File: src/logic/tcg_defs.svh
// Purpose: constants for the timer channel pair host controller
// Assumes: device registers are reached through a byte wide write port
// Notes: host register map and device side addresses live here
`ifndef TCG_DEFS_SVH
`define TCG_DEFS_SVH

// device side addresses
`define TCG_DEV_CH5_CTRL 8'h1a
`define TCG_DEV_CH6_CTRL 8'h1b
`define TCG_DEV_CMP5 8'h1e
`define TCG_DEV_CMP6 8'h1f
`define TCG_DEV_PORT_LATCH 8'h30
`define TCG_DEV_GATE_SEL 8'h31
`define TCG_DEV_LATCH_SET 8'hff
`define TCG_DEV_GATE_OFF 8'h00

// control register fields
`define TCG_FF_BIT 7
`define TCG_CK_MSB 6
`define TCG_CK_LSB 4
`define TCG_RUN_BIT 3
`define TCG_MODE_MSB 2
`define TCG_MODE_LSB 0
`define TCG_CTRL_RESET 8'h00

// mode and clock codes
`define TCG_M_TIMER8 3'h0
`define TCG_M_DIV8 3'h1
`define TCG_M_PWM8 3'h2
`define TCG_M_CASCADE 3'h3
`define TCG_M_TIMER16 3'h4
`define TCG_M_WARM16 3'h5
`define TCG_M_DIV16 3'h6
`define TCG_M_PULSE16 3'h7
`define TCG_CK_LAST_PRESC 3'h3
`define TCG_CK_PIN 3'h7

// host register map
`define TCG_H_CFG 4'h0
`define TCG_H_CMP 4'h1
`define TCG_H_CMD 4'h2
`define TCG_H_STATUS 4'h3
`define TCG_CMD_START 0
`define TCG_CMD_STOP 1
`define TCG_CMD_LEVEL 2
`define TCG_ST_ERR 2

`endif

File: src/logic/tcg_pkg.sv
// Purpose: types for the timer channel pair host controller
// Assumes: nothing beyond the defs header
// Notes: one device write per sequencer state other than S_IDLE
`default_nettype none

package tcg_pkg;

    typedef enum logic [3:0] {
        S_IDLE,
        S_STOP_WR,
        S_LO_CTRL,
        S_CMP_LO,
        S_CMP_HI,
        S_LATCH,
        S_GATE,
        S_START_WR,
        S_LEVEL_WR
    } tcg_state_e;

    typedef logic [7:0] tcg_byte_t;

endpackage

`default_nettype wire

File: src/logic/tcg_check.sv
// Purpose: legality check of a requested channel 6 setup
// Assumes: inputs are stable host configuration registers
// Notes: purely combinational
`default_nettype none
`include "tcg_defs.svh"

module tcg_check (
    // requested setup
    input wire logic [2:0] mode,
    input wire logic [2:0] clk_sel,
    input wire logic [15:0] cmp,
    // verdict
    output logic ok
);

    function automatic logic in_range(input logic [15:0] v, input logic [15:0] lo,
                                      input logic [15:0] hi);
        in_range = (v >= lo) && (v <= hi);
    endfunction

    logic presc;

    always_comb begin
        presc = (clk_sel <= `TCG_CK_LAST_PRESC);
        case (mode)
            // event counting only from the pin, timing only from prescalers
            `TCG_M_TIMER8: ok = in_range(cmp, 16'h0001, 16'h00ff)
                && (presc || clk_sel == `TCG_CK_PIN);
            `TCG_M_DIV8: ok = in_range(cmp, 16'h0001, 16'h00ff) && presc;
            `TCG_M_PWM8: ok = in_range(cmp, 16'h0002, 16'h00fe)
                && (clk_sel != `TCG_CK_PIN);
            // lower channel has no pin input, so 16-bit counts prescalers only
            `TCG_M_TIMER16: ok = in_range(cmp, 16'h0001, 16'hffff) && presc;
            `TCG_M_DIV16: ok = in_range(cmp, 16'h0001, 16'hffff) && presc;
            `TCG_M_PULSE16: ok = in_range(cmp, 16'h0001, 16'hffff) && presc;
            default: ok = 1'b0;
        endcase
    end

endmodule // tcg_check

`default_nettype wire

File: src/logic/tcg_host.sv
// Purpose: host that programs and runs timer channel 6 (with 5 as low half)
// Assumes: device takes one byte write per cycle on DEV_ADDR/DEV_WDATA
// Notes: commands arriving while a sequence runs are ignored without error
`default_nettype none
`include "tcg_defs.svh"

module tcg_host (
    // clock and reset
    input wire logic REF_CLK,
    input wire logic RST_N,
    // host register port
    input wire logic [3:0] HOST_ADDR,
    input wire logic [15:0] HOST_WDATA,
    input wire logic HOST_WR,
    input wire logic HOST_RD,
    output logic [15:0] HOST_RDATA,
    // device register write port
    output logic [7:0] DEV_ADDR,
    output logic [7:0] DEV_WDATA,
    output logic DEV_WR,
    // device pins
    input wire logic DEV_IRQ_PIN,
    input wire logic DEV_DIV_OUT_PIN
);

    ////////////////////////////////////////////////////////////////////////////
    // host registers

    logic [6:0] cfg_reg;
    logic [6:0] cfg_next;
    logic [15:0] cmp_reg;
    logic [15:0] cmp_next;
    logic err_reg;
    logic err_next;
    logic [7:0] irq_cnt_reg;
    logic [7:0] irq_cnt_next;
    logic irq_lvl_q_reg;
    logic [15:0] rdata_reg;
    logic [15:0] rdata_next;
    logic cmd_start;
    logic cmd_stop;
    logic cmd_level;
    logic err_set;
    logic [1:0] pin_lvl;
    logic cfg_ok;
    logic running;
    logic busy;
    tcg_pkg::tcg_byte_t ctrl_reg;

    tcg_sync #(
        .W(2)
    ) u_sync (
        .clk(REF_CLK),
        .rst_n(RST_N),
        .pin({DEV_DIV_OUT_PIN, DEV_IRQ_PIN}),
        .level(pin_lvl)
    );

    tcg_check u_check (
        .mode(cfg_reg[2:0]),
        .clk_sel(cfg_reg[5:3]),
        .cmp(cmp_reg),
        .ok(cfg_ok)
    );

    assign running = ctrl_reg[`TCG_RUN_BIT];

    always_comb begin
        cmd_start = HOST_WR && (HOST_ADDR == `TCG_H_CMD) && HOST_WDATA[`TCG_CMD_START];
        cmd_stop = HOST_WR && (HOST_ADDR == `TCG_H_CMD) && HOST_WDATA[`TCG_CMD_STOP];
        cmd_level = HOST_WR && (HOST_ADDR == `TCG_H_CMD) && HOST_WDATA[`TCG_CMD_LEVEL];
        cfg_next = cfg_reg;
        cmp_next = cmp_reg;
        // config stays frozen while a sequence uses it
        if (HOST_WR && HOST_ADDR == `TCG_H_CFG && !busy) begin
            cfg_next = HOST_WDATA[6:0];
        end
        if (HOST_WR && HOST_ADDR == `TCG_H_CMP && !busy) begin
            cmp_next = HOST_WDATA;
        end
        // a new error beats a clear in the same cycle
        err_next = err_reg;
        if (HOST_WR && HOST_ADDR == `TCG_H_STATUS && HOST_WDATA[`TCG_ST_ERR]) begin
            err_next = 1'b0;
        end
        if (err_set) begin
            err_next = 1'b1;
        end
        irq_cnt_next = irq_cnt_reg;
        if (pin_lvl[0] && !irq_lvl_q_reg) begin
            irq_cnt_next = irq_cnt_reg + 8'h01;
        end
        rdata_next = 16'h0000;
        if (HOST_RD) begin
            case (HOST_ADDR)
                `TCG_H_CFG: rdata_next = {9'h000, cfg_reg};
                `TCG_H_CMP: rdata_next = cmp_reg;
                `TCG_H_STATUS: rdata_next = {irq_cnt_reg, 4'h0, pin_lvl[1], err_reg,
                                             running, busy};
                default: rdata_next = 16'h0000;
            endcase
        end
    end

    always_ff @(posedge REF_CLK) begin
        if (!RST_N) begin
            cfg_reg <= 7'h00;
            cmp_reg <= 16'h0000;
            err_reg <= 1'b0;
            irq_cnt_reg <= 8'h00;
            irq_lvl_q_reg <= 1'b0;
            rdata_reg <= 16'h0000;
        end else begin
            cfg_reg <= cfg_next;
            cmp_reg <= cmp_next;
            err_reg <= err_next;
            irq_cnt_reg <= irq_cnt_next;
            irq_lvl_q_reg <= pin_lvl[0];
            rdata_reg <= rdata_next;
        end
    end

    assign HOST_RDATA = rdata_reg;

    ////////////////////////////////////////////////////////////////////////////
    // device sequencer

    tcg_pkg::tcg_state_e state_reg;
    tcg_pkg::tcg_state_e state_next;
    logic go_start_reg;
    logic go_start_next;
    logic [6:0] act_reg;
    logic [6:0] act_next;
    logic [15:0] act_cmp_reg;
    logic [15:0] act_cmp_next;
    tcg_pkg::tcg_byte_t ctrl_next;
    logic [7:0] addr_reg;
    logic [7:0] addr_next;
    logic [7:0] wdata_reg;
    logic [7:0] wdata_next;
    logic wr_reg;
    logic wr_next;
    logic wide;
    logic divider;
    logic ff_eff;

    assign busy = (state_reg != tcg_pkg::S_IDLE);
    assign wide = act_reg[2];
    assign divider = (act_reg[2:0] == `TCG_M_DIV8) || (act_reg[2:0] == `TCG_M_DIV16);

    always_comb begin
        state_next = state_reg;
        go_start_next = go_start_reg;
        act_next = act_reg;
        act_cmp_next = act_cmp_reg;
        ctrl_next = ctrl_reg;
        addr_next = 8'h00;
        wdata_next = 8'h00;
        wr_next = 1'b0;
        err_set = 1'b0;
        // timer and event modes keep the flip-flop low
        ff_eff = divider ? act_reg[6] : 1'b0;
        case (state_reg)
            tcg_pkg::S_IDLE: begin
                if (cmd_start) begin
                    if (!cfg_ok) begin
                        err_set = 1'b1;
                    end else begin
                        act_next = cfg_reg;
                        act_cmp_next = cmp_reg;
                        go_start_next = 1'b1;
                        // compare is single stage, so stop before touching it
                        state_next = running ? tcg_pkg::S_STOP_WR
                            : (cfg_reg[2] ? tcg_pkg::S_LO_CTRL : tcg_pkg::S_CMP_HI);
                    end
                end else if (cmd_stop) begin
                    go_start_next = 1'b0;
                    state_next = tcg_pkg::S_STOP_WR;
                end else if (cmd_level) begin
                    if (running) begin
                        err_set = 1'b1;
                    end else begin
                        act_next = cfg_reg;
                        state_next = tcg_pkg::S_LEVEL_WR;
                    end
                end
            end
            tcg_pkg::S_STOP_WR: begin
                // stop write carries the old fields unchanged
                wr_next = 1'b1;
                addr_next = `TCG_DEV_CH6_CTRL;
                wdata_next = ctrl_reg & ~(8'h01 << `TCG_RUN_BIT);
                ctrl_next = wdata_next;
                if (!go_start_reg) begin
                    state_next = tcg_pkg::S_IDLE;
                end else begin
                    state_next = wide ? tcg_pkg::S_LO_CTRL : tcg_pkg::S_CMP_HI;
                end
            end
            tcg_pkg::S_LO_CTRL: begin
                // lower half picks the clock, its mode marks the cascade
                wr_next = 1'b1;
                addr_next = `TCG_DEV_CH5_CTRL;
                wdata_next = {1'b0, act_reg[5:3], 1'b0, `TCG_M_CASCADE};
                state_next = tcg_pkg::S_CMP_LO;
            end
            tcg_pkg::S_CMP_LO: begin
                wr_next = 1'b1;
                addr_next = `TCG_DEV_CMP5;
                wdata_next = act_cmp_reg[7:0];
                state_next = tcg_pkg::S_CMP_HI;
            end
            tcg_pkg::S_CMP_HI: begin
                // low byte first, high byte right after
                wr_next = 1'b1;
                addr_next = `TCG_DEV_CMP6;
                wdata_next = wide ? act_cmp_reg[15:8] : act_cmp_reg[7:0];
                state_next = divider ? tcg_pkg::S_LATCH : tcg_pkg::S_GATE;
            end
            tcg_pkg::S_LATCH: begin
                wr_next = 1'b1;
                addr_next = `TCG_DEV_PORT_LATCH;
                wdata_next = `TCG_DEV_LATCH_SET;
                state_next = tcg_pkg::S_GATE;
            end
            tcg_pkg::S_GATE: begin
                wr_next = 1'b1;
                addr_next = `TCG_DEV_GATE_SEL;
                wdata_next = `TCG_DEV_GATE_OFF;
                state_next = tcg_pkg::S_START_WR;
            end
            tcg_pkg::S_START_WR: begin
                // new mode and clock fields are allowed only on the starting write
                wr_next = 1'b1;
                addr_next = `TCG_DEV_CH6_CTRL;
                wdata_next = {ff_eff, wide ? 3'h0 : act_reg[5:3], 1'b1,
                              act_reg[2:0]};
                ctrl_next = wdata_next;
                go_start_next = 1'b0;
                state_next = tcg_pkg::S_IDLE;
            end
            tcg_pkg::S_LEVEL_WR: begin
                // pin level change is its own write after the stop
                wr_next = 1'b1;
                addr_next = `TCG_DEV_CH6_CTRL;
                wdata_next = {act_reg[6], ctrl_reg[6:0]};
                ctrl_next = wdata_next;
                state_next = tcg_pkg::S_IDLE;
            end
            default: begin
                state_next = tcg_pkg::S_IDLE;
            end
        endcase
    end

    always_ff @(posedge REF_CLK) begin
        if (!RST_N) begin
            state_reg <= tcg_pkg::S_IDLE;
            go_start_reg <= 1'b0;
            act_reg <= 7'h00;
            act_cmp_reg <= 16'h0000;
            ctrl_reg <= `TCG_CTRL_RESET;
            addr_reg <= 8'h00;
            wdata_reg <= 8'h00;
            wr_reg <= 1'b0;
        end else begin
            state_reg <= state_next;
            go_start_reg <= go_start_next;
            act_reg <= act_next;
            act_cmp_reg <= act_cmp_next;
            ctrl_reg <= ctrl_next;
            addr_reg <= addr_next;
            wdata_reg <= wdata_next;
            wr_reg <= wr_next;
        end
    end

    assign DEV_ADDR = addr_reg;
    assign DEV_WDATA = wdata_reg;
    assign DEV_WR = wr_reg;

    ////////////////////////////////////////////////////////////////////////////
    // checks

    logic ctrl_wr;
    logic start_wr;

    assign ctrl_wr = wr_reg && (addr_reg == `TCG_DEV_CH6_CTRL);
    assign start_wr = ctrl_wr && wdata_reg[`TCG_RUN_BIT];

    a_stop_keeps_fields: assert property (@(posedge REF_CLK) disable iff (!RST_N)
        ctrl_wr && !wdata_reg[`TCG_RUN_BIT] && $past(ctrl_reg[`TCG_RUN_BIT])
        |-> {wdata_reg[7:4], wdata_reg[2:0]} == {$past(ctrl_reg[7:4]), $past(ctrl_reg[2:0])})
        else $error("stop write altered channel fields");

    a_lower_cascade: assert property (@(posedge REF_CLK) disable iff (!RST_N)
        wr_reg && addr_reg == `TCG_DEV_CH5_CTRL |-> wdata_reg[2:0] == `TCG_M_CASCADE
        ##1 wr_reg && addr_reg == `TCG_DEV_CMP5)
        else $error("lower channel not set to cascade");

    a_clock_legal: assert property (@(posedge REF_CLK) disable iff (!RST_N)
        start_wr && !wdata_reg[2] && wdata_reg[6:4] != `TCG_CK_PIN
        && wdata_reg[2:0] != `TCG_M_PWM8 |-> wdata_reg[6:4] <= `TCG_CK_LAST_PRESC)
        else $error("illegal clock for timer or divider");

    a_cmp8_range: assert property (@(posedge REF_CLK) disable iff (!RST_N)
        start_wr && wdata_reg[2:0] == `TCG_M_PWM8
        |-> act_cmp_reg >= 16'h0002 && act_cmp_reg <= 16'h00fe)
        else $error("8-bit PWM compare out of range");

    a_cmp16_range: assert property (@(posedge REF_CLK) disable iff (!RST_N)
        start_wr && wdata_reg[2] |-> act_cmp_reg != 16'h0000)
        else $error("16-bit compare is zero");

    a_ff_zero: assert property (@(posedge REF_CLK) disable iff (!RST_N)
        start_wr && (wdata_reg[1:0] == 2'h0) |-> !wdata_reg[`TCG_FF_BIT])
        else $error("flip-flop set in timer mode");

    a_cmp_stopped: assert property (@(posedge REF_CLK) disable iff (!RST_N)
        wr_reg && (addr_reg == `TCG_DEV_CMP5 || addr_reg == `TCG_DEV_CMP6)
        |-> !$past(ctrl_reg[`TCG_RUN_BIT]))
        else $error("compare written while running");

    a_latch_first: assert property (@(posedge REF_CLK) disable iff (!RST_N)
        start_wr && wdata_reg[1:0] == 2'h1
        |-> $past(wr_reg, 2) && $past(addr_reg, 2) == `TCG_DEV_PORT_LATCH)
        else $error("divider started without port latch");

    a_gate_zero: assert property (@(posedge REF_CLK) disable iff (!RST_N)
        wr_reg && addr_reg == `TCG_DEV_GATE_SEL |-> wdata_reg == 8'h00 ##1 start_wr)
        else $error("gate select not cleared before start");

    a_level_after_stop: assert property (@(posedge REF_CLK) disable iff (!RST_N)
        ctrl_wr && !wdata_reg[`TCG_RUN_BIT]
        && wdata_reg[`TCG_FF_BIT] != $past(ctrl_reg[`TCG_FF_BIT])
        |-> !$past(ctrl_reg[`TCG_RUN_BIT]))
        else $error("pin level changed on the stop write");

endmodule // tcg_host

`default_nettype wire

File: src/logic/tcg_sync.sv
// Purpose: three stage synchroniser with agreement filter for device pins
// Assumes: pins are asynchronous to REF_CLK
// Notes: level moves only when stages two and three agree
`default_nettype none

module tcg_sync #(
    parameter int W = 2
) (
    // clock and reset
    input wire logic clk,
    input wire logic rst_n,
    // pins and filtered levels
    input wire logic [W-1:0] pin,
    output logic [W-1:0] level
);

    genvar g;
    generate
        for (g = 0; g < W; g = g + 1) begin : g_bit
            logic s1_reg;
            logic s2_reg;
            logic s3_reg;
            logic lvl_reg;
            logic lvl_next;
            always_comb begin
                lvl_next = (s2_reg == s3_reg) ? s3_reg : lvl_reg;
            end
            always_ff @(posedge clk) begin
                if (!rst_n) begin
                    s1_reg <= 1'b0;
                    s2_reg <= 1'b0;
                    s3_reg <= 1'b0;
                    lvl_reg <= 1'b0;
                end else begin
                    s1_reg <= pin[g];
                    s2_reg <= s1_reg;
                    s3_reg <= s2_reg;
                    lvl_reg <= lvl_next;
                end
            end
            assign level[g] = lvl_reg;
        end
    endgenerate

endmodule // tcg_sync

`default_nettype wire

File: config.mk
export PLATFORM = sky130hd
export DESIGN_NAME = tcg_host
export DESIGN_NICKNAME = d
export VERILOG_FILES = /design/src/logic/tcg_pkg.sv /design/src/logic/tcg_check.sv /design/src/logic/tcg_host.sv /design/src/logic/tcg_sync.sv
export VERILOG_INCLUDE_DIRS = /design/src /design/src/logic
export SDC_FILE = /design/constraint.sdc
export NUM_CORES = 1
export LEC_CHECK = 0
export ABC_CLOCK_PERIOD_IN_PS = 4130
export BUFFER_PORTS_ARGS = -buffer_cell sky130_fd_sc_hd__buf_4
export CAP_MARGIN = 5
export CORE_UTILIZATION = 45
export CTS_CLUSTER_DIAMETER = 150
export DETAILED_ROUTE_END_ITERATION = 10
export PLACE_DENSITY = 0.67
export SETUP_SLACK_MARGIN = 0.4
export SLEW_MARGIN = 20
export SYNTH_ARGS = -nofsm -noshare
export SYNTH_HDL_FRONTEND = slang
export SYNTH_SLANG_ARGS = --single-unit
File: constraint.sdc
create_clock -name REF_CLK -period 4.13 [get_ports REF_CLK]
set_input_delay 0.413 -clock REF_CLK [delete_from_list [all_inputs] [get_ports REF_CLK]]
set_output_delay 0.413 -clock REF_CLK [all_outputs]
set_load 0.01 [all_outputs]
-- Yosys cells after proc, flatten, opt, wreduce, memory -nomap -nowiden
Cells that the tools add are included.
- output and inout port bits: 33
- input port bits: 26
- register bits after elaboration: 110
- logic and storage cells: 141
- add/subtract/negate cells: 1
- equality and inequality tests: 29
- multiplexer cells: 37
- $lt $le $gt $ge: 6
- reductions and logical operators: 42
- bitwise operators: 2
- operators with widths (kind ; number):
    one-hot mux 8 bit (7 select lines) ; 1
    one-hot mux 16 bit (3 select lines) ; 1
    one-hot mux 6 bit (6 select lines) ; 1
    2-to-1 mux 7 bit ; 5
    less-or-equal comparator 16 x 8 -> 1 bit, second input constant ; 2
    one-hot mux 4 bit (7 select lines) ; 1
    one-hot mux 8 bit (3 select lines) ; 1
    2-to-1 mux 4 bit ; 5
    logical AND 1 bit ; 18
    == test 4 x 2 -> 1 bit, second input constant ; 4
    == test 4 x 3 -> 1 bit, second input constant ; 4
    >= comparator 16 x 1 -> 1 bit, second input constant ; 1
    >= comparator 16 x 2 -> 1 bit, second input constant ; 1
    less-or-equal comparator 16 bit, second input constant ; 1
    == test 3 bit, second input constant ; 5
    2-to-1 mux 3 bit ; 5
    2-to-1 mux 1 bit ; 13
    AND reduction 3 bit ; 4
    nonzero test 2 bit ; 5
    != test 3 bit, second input constant ; 3
    adder 8 x 1 -> 8 bit, second input constant ; 1
    == test 4 x 1 -> 1 bit, second input constant ; 2
    logical NOT 4 bit ; 2
    2-to-1 mux 8 bit ; 1
    20 further kinds ; 30

-- Logic depth before layout (Yosys ltp)
Gate-level depths: netlist (run 1).
- word-level depth: 8
- gate-level depth with buffers: 8
- gate-level depth less buffers: 5

-- Modules after synthesis
A second synthesis (run 1) with hierarchy kept.
- cells, all modules: 525
- area, all modules: 4795.8 um2
- by module, submodules not included (module ; seq. area each (um2) ; area an instance (um2) ; cells an instance ; times used):
    tcg_host ; 1981.9 ; 4408.0 ; 483 ; 1
    tcg_sync ; 160.2 ; 252.7 ; 22 ; 1
    tcg_check ; 0.0 ; 135.1 ; 20 ; 1

-- Worst setup path before layout (run 1)
Ideal clock, no wire load.
- path kind: input-to-reg
- start point: input HOST_ADDR[1]
- end point: register act_reg[0]
- data arrival time: 1.963 ns
- slack: 2.095 ns
- path buffers: 1
- data required time: 4.058 ns
- stages on the path: 6
- setup time: 0.072 ns
- cells stage by stage: buf_2 > nor2b_1 > nand4_2 > a311o_1 > a221oi_4 > mux2i_1
- longest elaborated chain between the ends: 5
- elaborated cells on any way between the ends: 11
- classes of those cells: eq/ne: 4; mux: 1; reduce/logical: 6
- RTL lines (item ; line ; text):
    from (decl) ; tcg_host.sv:12 ; input wire logic [3:0] HOST_ADDR,
    == test 4 x 2 -> 1 bit (no source line) * ; -- ;
    logical AND 1 bit * ; tcg_host.sv:69, tcg_host.sv:70, tcg_host.sv:71 ;
    logical AND 1 bit, on equally long branches ; tcg_host.sv:69, tcg_host.sv:70, tcg_host.sv:71 ;
    != test 2 x 1 -> 1 bit (no source line), or another cell as far along ; -- ;
    AND reduction 5 bit (no source line) ; -- ;
    to (signal assigned) ; tcg_host.sv:269 ; act_reg <= act_next;
    to (decl) ; tcg_host.sv:132 ; logic [6:0] act_reg;
Every way passes the cells marked *; elsewhere a longest branch is shown, timed or not.
A chain may end at the register's enable or synchronous reset.

-- Worst setup path after layout (run 1)
- start point: register state_reg[0]
- end point: register act_cmp_reg[9]
- longest elaborated chain between the ends: 2
- RTL lines (item ; line ; text):
    from (decl) ; tcg_host.sv:128 ; tcg_pkg::tcg_state_e state_reg;
    from (signal assigned) ; tcg_host.sv:258 ; state_reg <= tcg_pkg::S_IDLE;
    from (signal assigned) ; tcg_host.sv:267 ; state_reg <= state_next;
    logical NOT 4 bit ; tcg_host.sv:163 ; case (state_reg)
    AND reduction 3 bit (no source line) ; -- ;
    to (signal assigned) ; tcg_host.sv:270 ; act_cmp_reg <= act_cmp_next;
    to (decl) ; tcg_host.sv:134 ; logic [15:0] act_cmp_reg;
No other way between the ends.

==> flow_summary_export.csv, run 1 <==
group,metric,value,unit
yosys,ys_types,59,
grt,track_usage,22.0,%
placed_design,gp_congestion,0.850,
layout,final_common_cell,"dfxtp_1",
setup_path,crit_type,"flop to flop",
grt,grt_max_degree,54,
floorplanning,core,0.0104,mm^2
yosys,synth_fa_ha_area_share,0.259,%
grt,grt_pass1_vias,3733,
yosys,yosys_warnings,0,
sta,finalCritPeriodShare,71.8,%
clock_tree,cts_sinks,107,
detailed_routing,wl_per_cell,16.0,um
sta,holdWs,0.239,ns
layout,most-common-layout-cells,"dfxtp_1 (107), nand2_1 (98), buf_4 (58)",
floorplanning,boundaryPins,59,
clock_tree,tritoncts,"built",
sta,setup_tns,0,ns
yosys,synth-xor-area-share,1.63,%
sta,max_slew.worst_pin.slew,1.07,ns
detailed_routing,drcViolationCount,0,
floorplanning,die_area,0.0112,mm^2
yosys,avgSynthCellArea,8.71,um^2
clock_tree,postCtsSetupBuffers,0,
yosys,async_reset_ff_share,0,%
placed_design,port_buffers,56,
yosys,ys_ff_latch,107,
yosys,synth_cells,555,
setup_path,crit_required,4.44,ns
floorplanning,die_x,106,um
power_and_ir_drop,powerDensity,334,mW/mm^2
setup_path,cp_data_arrival_time,3.27,ns
layout,antenna_cells,0,
clock_tree,hold_buffers,0,
layout,nFillCells,1001,
setup_path,cp-start-kind,"flop",
clock_tree,clock_latency,0.38,ns
setup_path,critPathCaptureType,"flop",
sta,fmax,0.337,GHz
clock_tree,cts_root_buffer,"clkbuf_8",
detailed_routing,first_pass_iters,4,
yosys,synth_top_family_by_area,"simple AND/OR/NAND/NOR gates",
placed_design,hpwl,8230,um
yosys,synth_flop_cell,"dfxtp_1",
layout,layout-drive-gt1-share,14.8,%
clock_tree,clk_pin_slew,0.10,ns
detailed_routing,num_vias,3985,
flow_run,cap_violations,0,
setup_path,timing.rr.end,"act_cmp_reg[9]$_SDFFE_PN0P_",
floorplanning,row_count,37,
power_and_ir_drop,ir_drop,0.214,mV
run_status,outcome,"finished clean",
clock_tree,numCtsBuffers,9,
layout,fin_nets,611,
setup_path,worstReg2RegStart,"state_reg[0]$_SDFFE_PN0P_",
sta,slew_headroom,28.4,%
sta,setup_viol,0,
clock_tree,htree_levels,3,
layout,areaGrowthSynthToFinish,13.4,%
setup_path,worstPathMaxFanout,29,
power_and_ir_drop,clockPowerShare,38.3,%
sta,drv_slew,0,
sta,clock_skew,0.0124,ns
setup_path,worstRegToRegCells,4,
power_and_ir_drop,pwr-share-seq,56.9,%
detailed_routing,drtIter0Drc,222,
yosys,synth_area,0.00483,mm^2
power_and_ir_drop,p_sw_share,23.2,%
hold_path,hold_class,"primary input to flop",
detailed_routing,ant_nets,0,
sta,final_hold_viol_count,0,
yosys,muxShareOfSynthArea,8.36,%
yosys,synth-seq-area-share,44.3,%
layout,utilization,52.8,%
yosys,synthSimpleGateAreaFrac,23.8,%
clock_tree,cts_resized,0,
grt,grt_antenna_before_repair,0,
setup_path,crit_path_start,"state_reg[0]$_SDFFE_PN0P_",
power_and_ir_drop,p_comb_share,4.8,%
floorplanning,start_util,46.6,%
floorplanning,die_h,106,um
power_and_ir_drop,p_leak,1.98,nW
detailed_routing,via_per_inst,5.50,
grt,grt_pass1_wl,19100,um
grt,grt_overflow,0,
sta,rsz0062_at_grt,"false",
setup_path,critPathCapture,"act_cmp_reg[9]$_SDFFE_PN0P_",
clock_tree,clockBufferDepth,2,
power_and_ir_drop,internal_power,1.41,mW
power_and_ir_drop,p_switching,0.425,mW
yosys,synth-edff-count,0,
yosys,synth_compound_area_share,17.1,%
detailed_routing,wl,11600,um
setup_path,reg2reg_slack,1.16,ns
sta,fin_crit,2.97,ns
synth_stat cells, types with 5 or more instances:
library cell	number	area share [%]
a211oi_1	6	0.93
a21boi_0	16	2.5
a21oi_1	25	2.6
a22oi_1	17	2.6
a31oi_1	5	0.65
and2_1	18	2.3
and3_1	5	0.65
clkbuf_1	31	2.4
dfxtp_1	107	44
inv_1	7	0.54
mux2i_1	37	7.7
nand2_1	98	7.6
nand2b_1	7	0.91
nand3_1	8	0.83
nor2_1	41	3.2
nor2b_1	20	2.6
nor3_1	8	0.83
o21ai_0	13	1.3
xnor2_1	6	1.1
worst min path at each step:
stage	from	endpoint	slack, ns	cells after the start
after floorplan	u_sync.g_bit[0].s1_reg$_SDFF_PN0_	u_sync.g_bit[0].s2_reg$_SDFF_PN0_	0.41	1
after global placement	u_sync.g_bit[0].s1_reg$_SDFF_PN0_	u_sync.g_bit[0].s2_reg$_SDFF_PN0_	0.42	1
after detailed placement	u_sync.g_bit[1].s1_reg$_SDFF_PN0_	u_sync.g_bit[1].s2_reg$_SDFF_PN0_	0.42	1
after CTS	DEV_IRQ_PIN	u_sync.g_bit[0].s1_reg$_SDFF_PN0_	0.23	2
after global routing	DEV_IRQ_PIN	u_sync.g_bit[0].s1_reg$_SDFF_PN0_	0.23	2
final	DEV_IRQ_PIN	u_sync.g_bit[0].s1_reg$_SDFF_PN0_	0.24	2
critical path: stages, from the launching register on:
cell and delay [ns]:
dfxtp_1 0.63, nor4_4 0.70, nand4_1 0.35, a211oi_4 0.92, mux2i_1 0.28
kinds of logic after synthesis:
family | count (synthesis)
buf+inv | 48
other cells | 1
mux | 40
simple gates | 233
xor+xnor | 9
compound gates | 116
flops | 107
fa+ha+maj | 1
per-layer routing:
metal | vias to the layer above | global-route usage (%) | routed length (um)
met5 | - | 0 | 0
met3 | 24 | 3.59 | 581
met4 | 0 | 9.52 | 257
met2 | 115 | 35.7 | 5400
li1 | 1972 | - | -
met1 | 1874 | 28.8 | 5390
layout make-up:
cell class / instances / area, um^2 / share of cell area, %
multi-input cells: 401 / 2480 / 45.3
well taps: 136 / 170 / 3.11
repair buffers: 58 / 435 / 7.95
clock buffers: 12 / 165 / 3.01
clock inverters: 4 / 56.3 / 1.03
inverters: 7 / 26.3 / 0.480
flip-flops and latches: 107 / 2140 / 39.1
power by group through the flow:
stage | combinational, mW | clock [mW] | sequential, mW
floorplan | 0.0560 | 0 | 1.06
global placement | 0.0861 | 0 | 1.07
detailed placement | 0.0872 | 0 | 1.07
CTS | 0.0878 | 0.709 | 1.04
global route | 0.0961 | 0.755 | 1.04
finish | 0.0879 | 0.702 | 1.04
stage by stage:
stage	instance area [um^2]	total power, mW	worst slack [ns]	std cells
finish	5480	1.83	1.16	725
global route	5480	1.89	0.942	725
CTS	5480	1.84	1.19	725
detailed placement	5260	1.15	1.20	709
global placement	5260	1.15	1.40	709
floorplan	4840	1.12	2.09	556
No activity file was read; power rests on OpenSTA's default activity.
==> run 2, diff against run 1 <==
- ABC_AREA: not set -> 1
- ABC_CLOCK_PERIOD_IN_PS: 4130 -> 2650
- PLACE_DENSITY: 0.67 -> 0.7
- clock period: 4.13 -> 2.65 ns (I/O delays scaled with it)
==> flow_summary_export.csv, run 2 <==
group,metric,value,unit
setup_path,crit_family,"simple AND/OR/NAND/NOR gates",
sta,finalCritPeriodShare,71.5,%
yosys,synth_flop_cell,"dfxtp_1",
grt,grt_overflow,0,
placed_design,port_buffers,56,
flow_run,cap_violations,0,
layout,final_area,0.00513,mm^2
layout,final_cells,802,
detailed_routing,via_per_inst,5.12,
clock_tree,cts_sinks,107,
clock_tree,clock_latency,0.38,ns
clock_tree,clk_pin_slew,0.10,ns
placed_design,gp_congestion,0.878,
layout,fin_nets,695,
sta,setup_viol,0,
placed_design,place_area,0.00495,mm^2
power_and_ir_drop,powerDensity,537,mW/mm^2
detailed_routing,drcViolationCount,0,
power_and_ir_drop,clockPowerShare,34.2,%
clock_tree,tritoncts,"built",
clock_tree,clockBufferDepth,2,
yosys,synth-seq-area-share,48.1,%
yosys,avgSynthCellArea,7.19,um^2
setup_path,cp-start-kind,"flop",
setup_path,worstRegToRegCells,9,
floorplanning,die_x,101,um
detailed_routing,first_pass_iters,4,
grt,grt_antenna_before_repair,0,
yosys,async_reset_ff_share,0,%
clock_tree,hold_buffers,0,
layout,layout-drive-gt1-share,14.3,%
yosys,ys_ff_latch,107,
yosys,synth_commonest_cells,"nand2_1 (113), nor2_1 (113), dfxtp_1 (107)",
sta,drv_slew,0,
floorplanning,core,0.00942,mm^2
setup_path,crit_type,"flop to flop",
setup_path,critPathCaptureType,"flop",
yosys,yosys_warnings,0,
power_and_ir_drop,ir_drop,0.305,mV
placed_design,dp.cells,786,
clock_tree,cts_root_buffer,"clkbuf_8",
clock_tree,numCtsBuffers,9,
detailed_routing,wl,11000,um
floorplanning,start_util,47.3,%
grt,grt_pass1_vias,3730,
setup_path,cp_data_arrival_time,2.20,ns
grt,track_usage,22.9,%
run_status,outcome,"finished clean",
layout,multi_input_area,0.00190,mm^2
hold_path,holdPathStages,3,
floorplanning,boundaryPins,59,
detailed_routing,drtIter0Drc,260,
grt,grt_max_degree,55,
setup_path,cp_cell_sequence,"nor2_1 > inv_2 > nor2_4 > inv_2 > nor2_1 > nand2_2 > inv_2 > o21ai_0 > a21oi_1",
hold_path,hold_class,"primary input to flop",
layout,seq_area,0.00214,mm^2
layout,nFillCells,949,
power_and_ir_drop,p_leak,2.18,nW
grt,grt_pass1_wl,18100,um
sta,setup_tns,0,ns
yosys,synth_top_cell_by_area,"dfxtp_1",
setup_path,cp_common_cell,"inv_2",
setup_path,cp.buffers_inverters,3,
sta,clock_skew,0.0184,ns
layout,antenna_cells,0,
power_and_ir_drop,p_total,2.76,mW
sta,final_hold_viol_count,0,
setup_path,worstPathMaxFanout,25,
setup_path,cp_num_cells,9,
detailed_routing,ant_nets,0,
layout,utilization,54.5,%
layout,final_common_cell,"nor2_1",
clock_tree,htree_levels,3,
power_and_ir_drop,p_switching,0.691,mW
layout,areaGrowthSynthToFinish,15.3,%
yosys,ys_types,39,
sta,max_slew.worst_pin.slew,0.566,ns
detailed_routing,wl_per_cell,13.7,um
setup_path,cp_slowest_cell,"dfxtp_1",
sta,rsz0062_at_grt,"false",
yosys,synth_top_area_share,48.1,%
power_and_ir_drop,pwr-share-seq,59.5,%
yosys,synth_area,0.00445,mm^2
layout,most-common-layout-cells,"nor2_1 (113), nand2_1 (112), dfxtp_1 (107)",
setup_path,crit_required,2.96,ns
sta,fin_crit,1.89,ns
floorplanning,die_area,0.0103,mm^2
clock_tree,postCtsSetupBuffers,0,
power_and_ir_drop,p_sw_share,25.1,%
yosys,synth_area_leaders,"dfxtp_1 (48%), nand2_1 (9.5%), nor2_1 (9.5%)",
power_and_ir_drop,internal_power,2.07,mW
yosys,synth_cells,619,
setup_path,max_stage_delay,0.34,ns
placed_design,hpwl,8260,um
sta,fmax,0.528,GHz
yosys,synth-edff-count,0,
floorplanning,die_h,101,um
floorplanning,row_count,35,
power_and_ir_drop,p_comb_share,6.3,%
sta,slew_headroom,61.9,%
detailed_routing,num_vias,4108,
run 2: cell count changes after synthesis, sizes merged, moves of 7 or more:
cell,before,now
and2,18,0
a22oi,18,1
a21oi,25,51
a21boi,18,0
o21ai,14,49
a211oi,8,1
nand2b,7,0
nor2b,20,0
nand3,8,30
mux2i,37,0
nor2,41,119
inv,7,77
nand2,98,115
clkbuf,31,12
run 2: worst paths after layout:
check	start	endpoint	slack, ns
max	state_reg[2]$_SDFFE_PN0P_	cmp_reg[2]$_SDFFE_PN0P_	0.76
min	DEV_IRQ_PIN	u_sync.g_bit[0].s1_reg$_SDFF_PN0_	0.06
max reg2reg	state_reg[2]$_SDFFE_PN0P_	cmp_reg[2]$_SDFFE_PN0P_	0.76
min reg2reg	u_sync.g_bit[0].s1_reg$_SDFF_PN0_	u_sync.g_bit[0].s2_reg$_SDFF_PN0_	0.42
run 2: logic make-up after synthesis:
group,after synthesis,share of synthesized area [%]
adder cells (fa/ha/maj),1,0.281
AO/OA/AOI/OAI,125,15.4
XOR/XNOR,1,0.197
buffers and inverters,101,9.25
flip-flops,107,48.1
other,1,0.0842
AND/OR/NAND/NOR,283,26.7
run 2: what timing repair did:
item                                    4_1_cts  5_1_grt
hold endpoints to repair                      0        0
endpoints found under the setup margin        0        9
gates resized for setup                       0        1
run 2: worst reg2reg max path, cell delays in order (launching register included):
cell     delay [ns]
dfxtp_1        0.34
nor2_1         0.23
inv_2          0.10
nor2_4         0.18
inv_2          0.09
nor2_1         0.17
nand2_2        0.28
inv_2          0.22
o21ai_0        0.09
a21oi_1        0.14
run 2: final cells by class:
class,count,share of cell area [%]
Sequential cell,107,41.7
Multi-Input combinational cell,412,37.1
Timing Repair Buffer,60,8.77
Inverter,78,5.70
Tap cell,129,3.14
Clock buffer,10,2.68
Clock inverter,6,0.902
run 2: routing by layer:
metal  up-vias  wire length, um  global-route usage [%]
met1      1894             5140                    31.1
li1       2081                -                       -
met4         0              123                    5.69
met2       119             5150                    37.0
met3        14              601                    4.97
met5         -                0                       0
run 2: stage by stage:
step	setup WS (ns)	hold slack, ns
global route	0.546	0.0486
finish	0.756	0.0638
global placement	0.686	0.407
floorplan	1.12	0.363
detailed placement	0.601	0.407
CTS	0.610	0.0527
run 2: power groups by stage:
stage / registers, mW / clock network, mW / logic, mW
floorplan: 1.67 / 0 / 0.109
global placement: 1.68 / 0 / 0.168
detailed placement: 1.68 / 0 / 0.171
CTS: 1.64 / 0.960 / 0.171
global route: 1.64 / 1.03 / 0.192
finish: 1.64 / 0.943 / 0.173
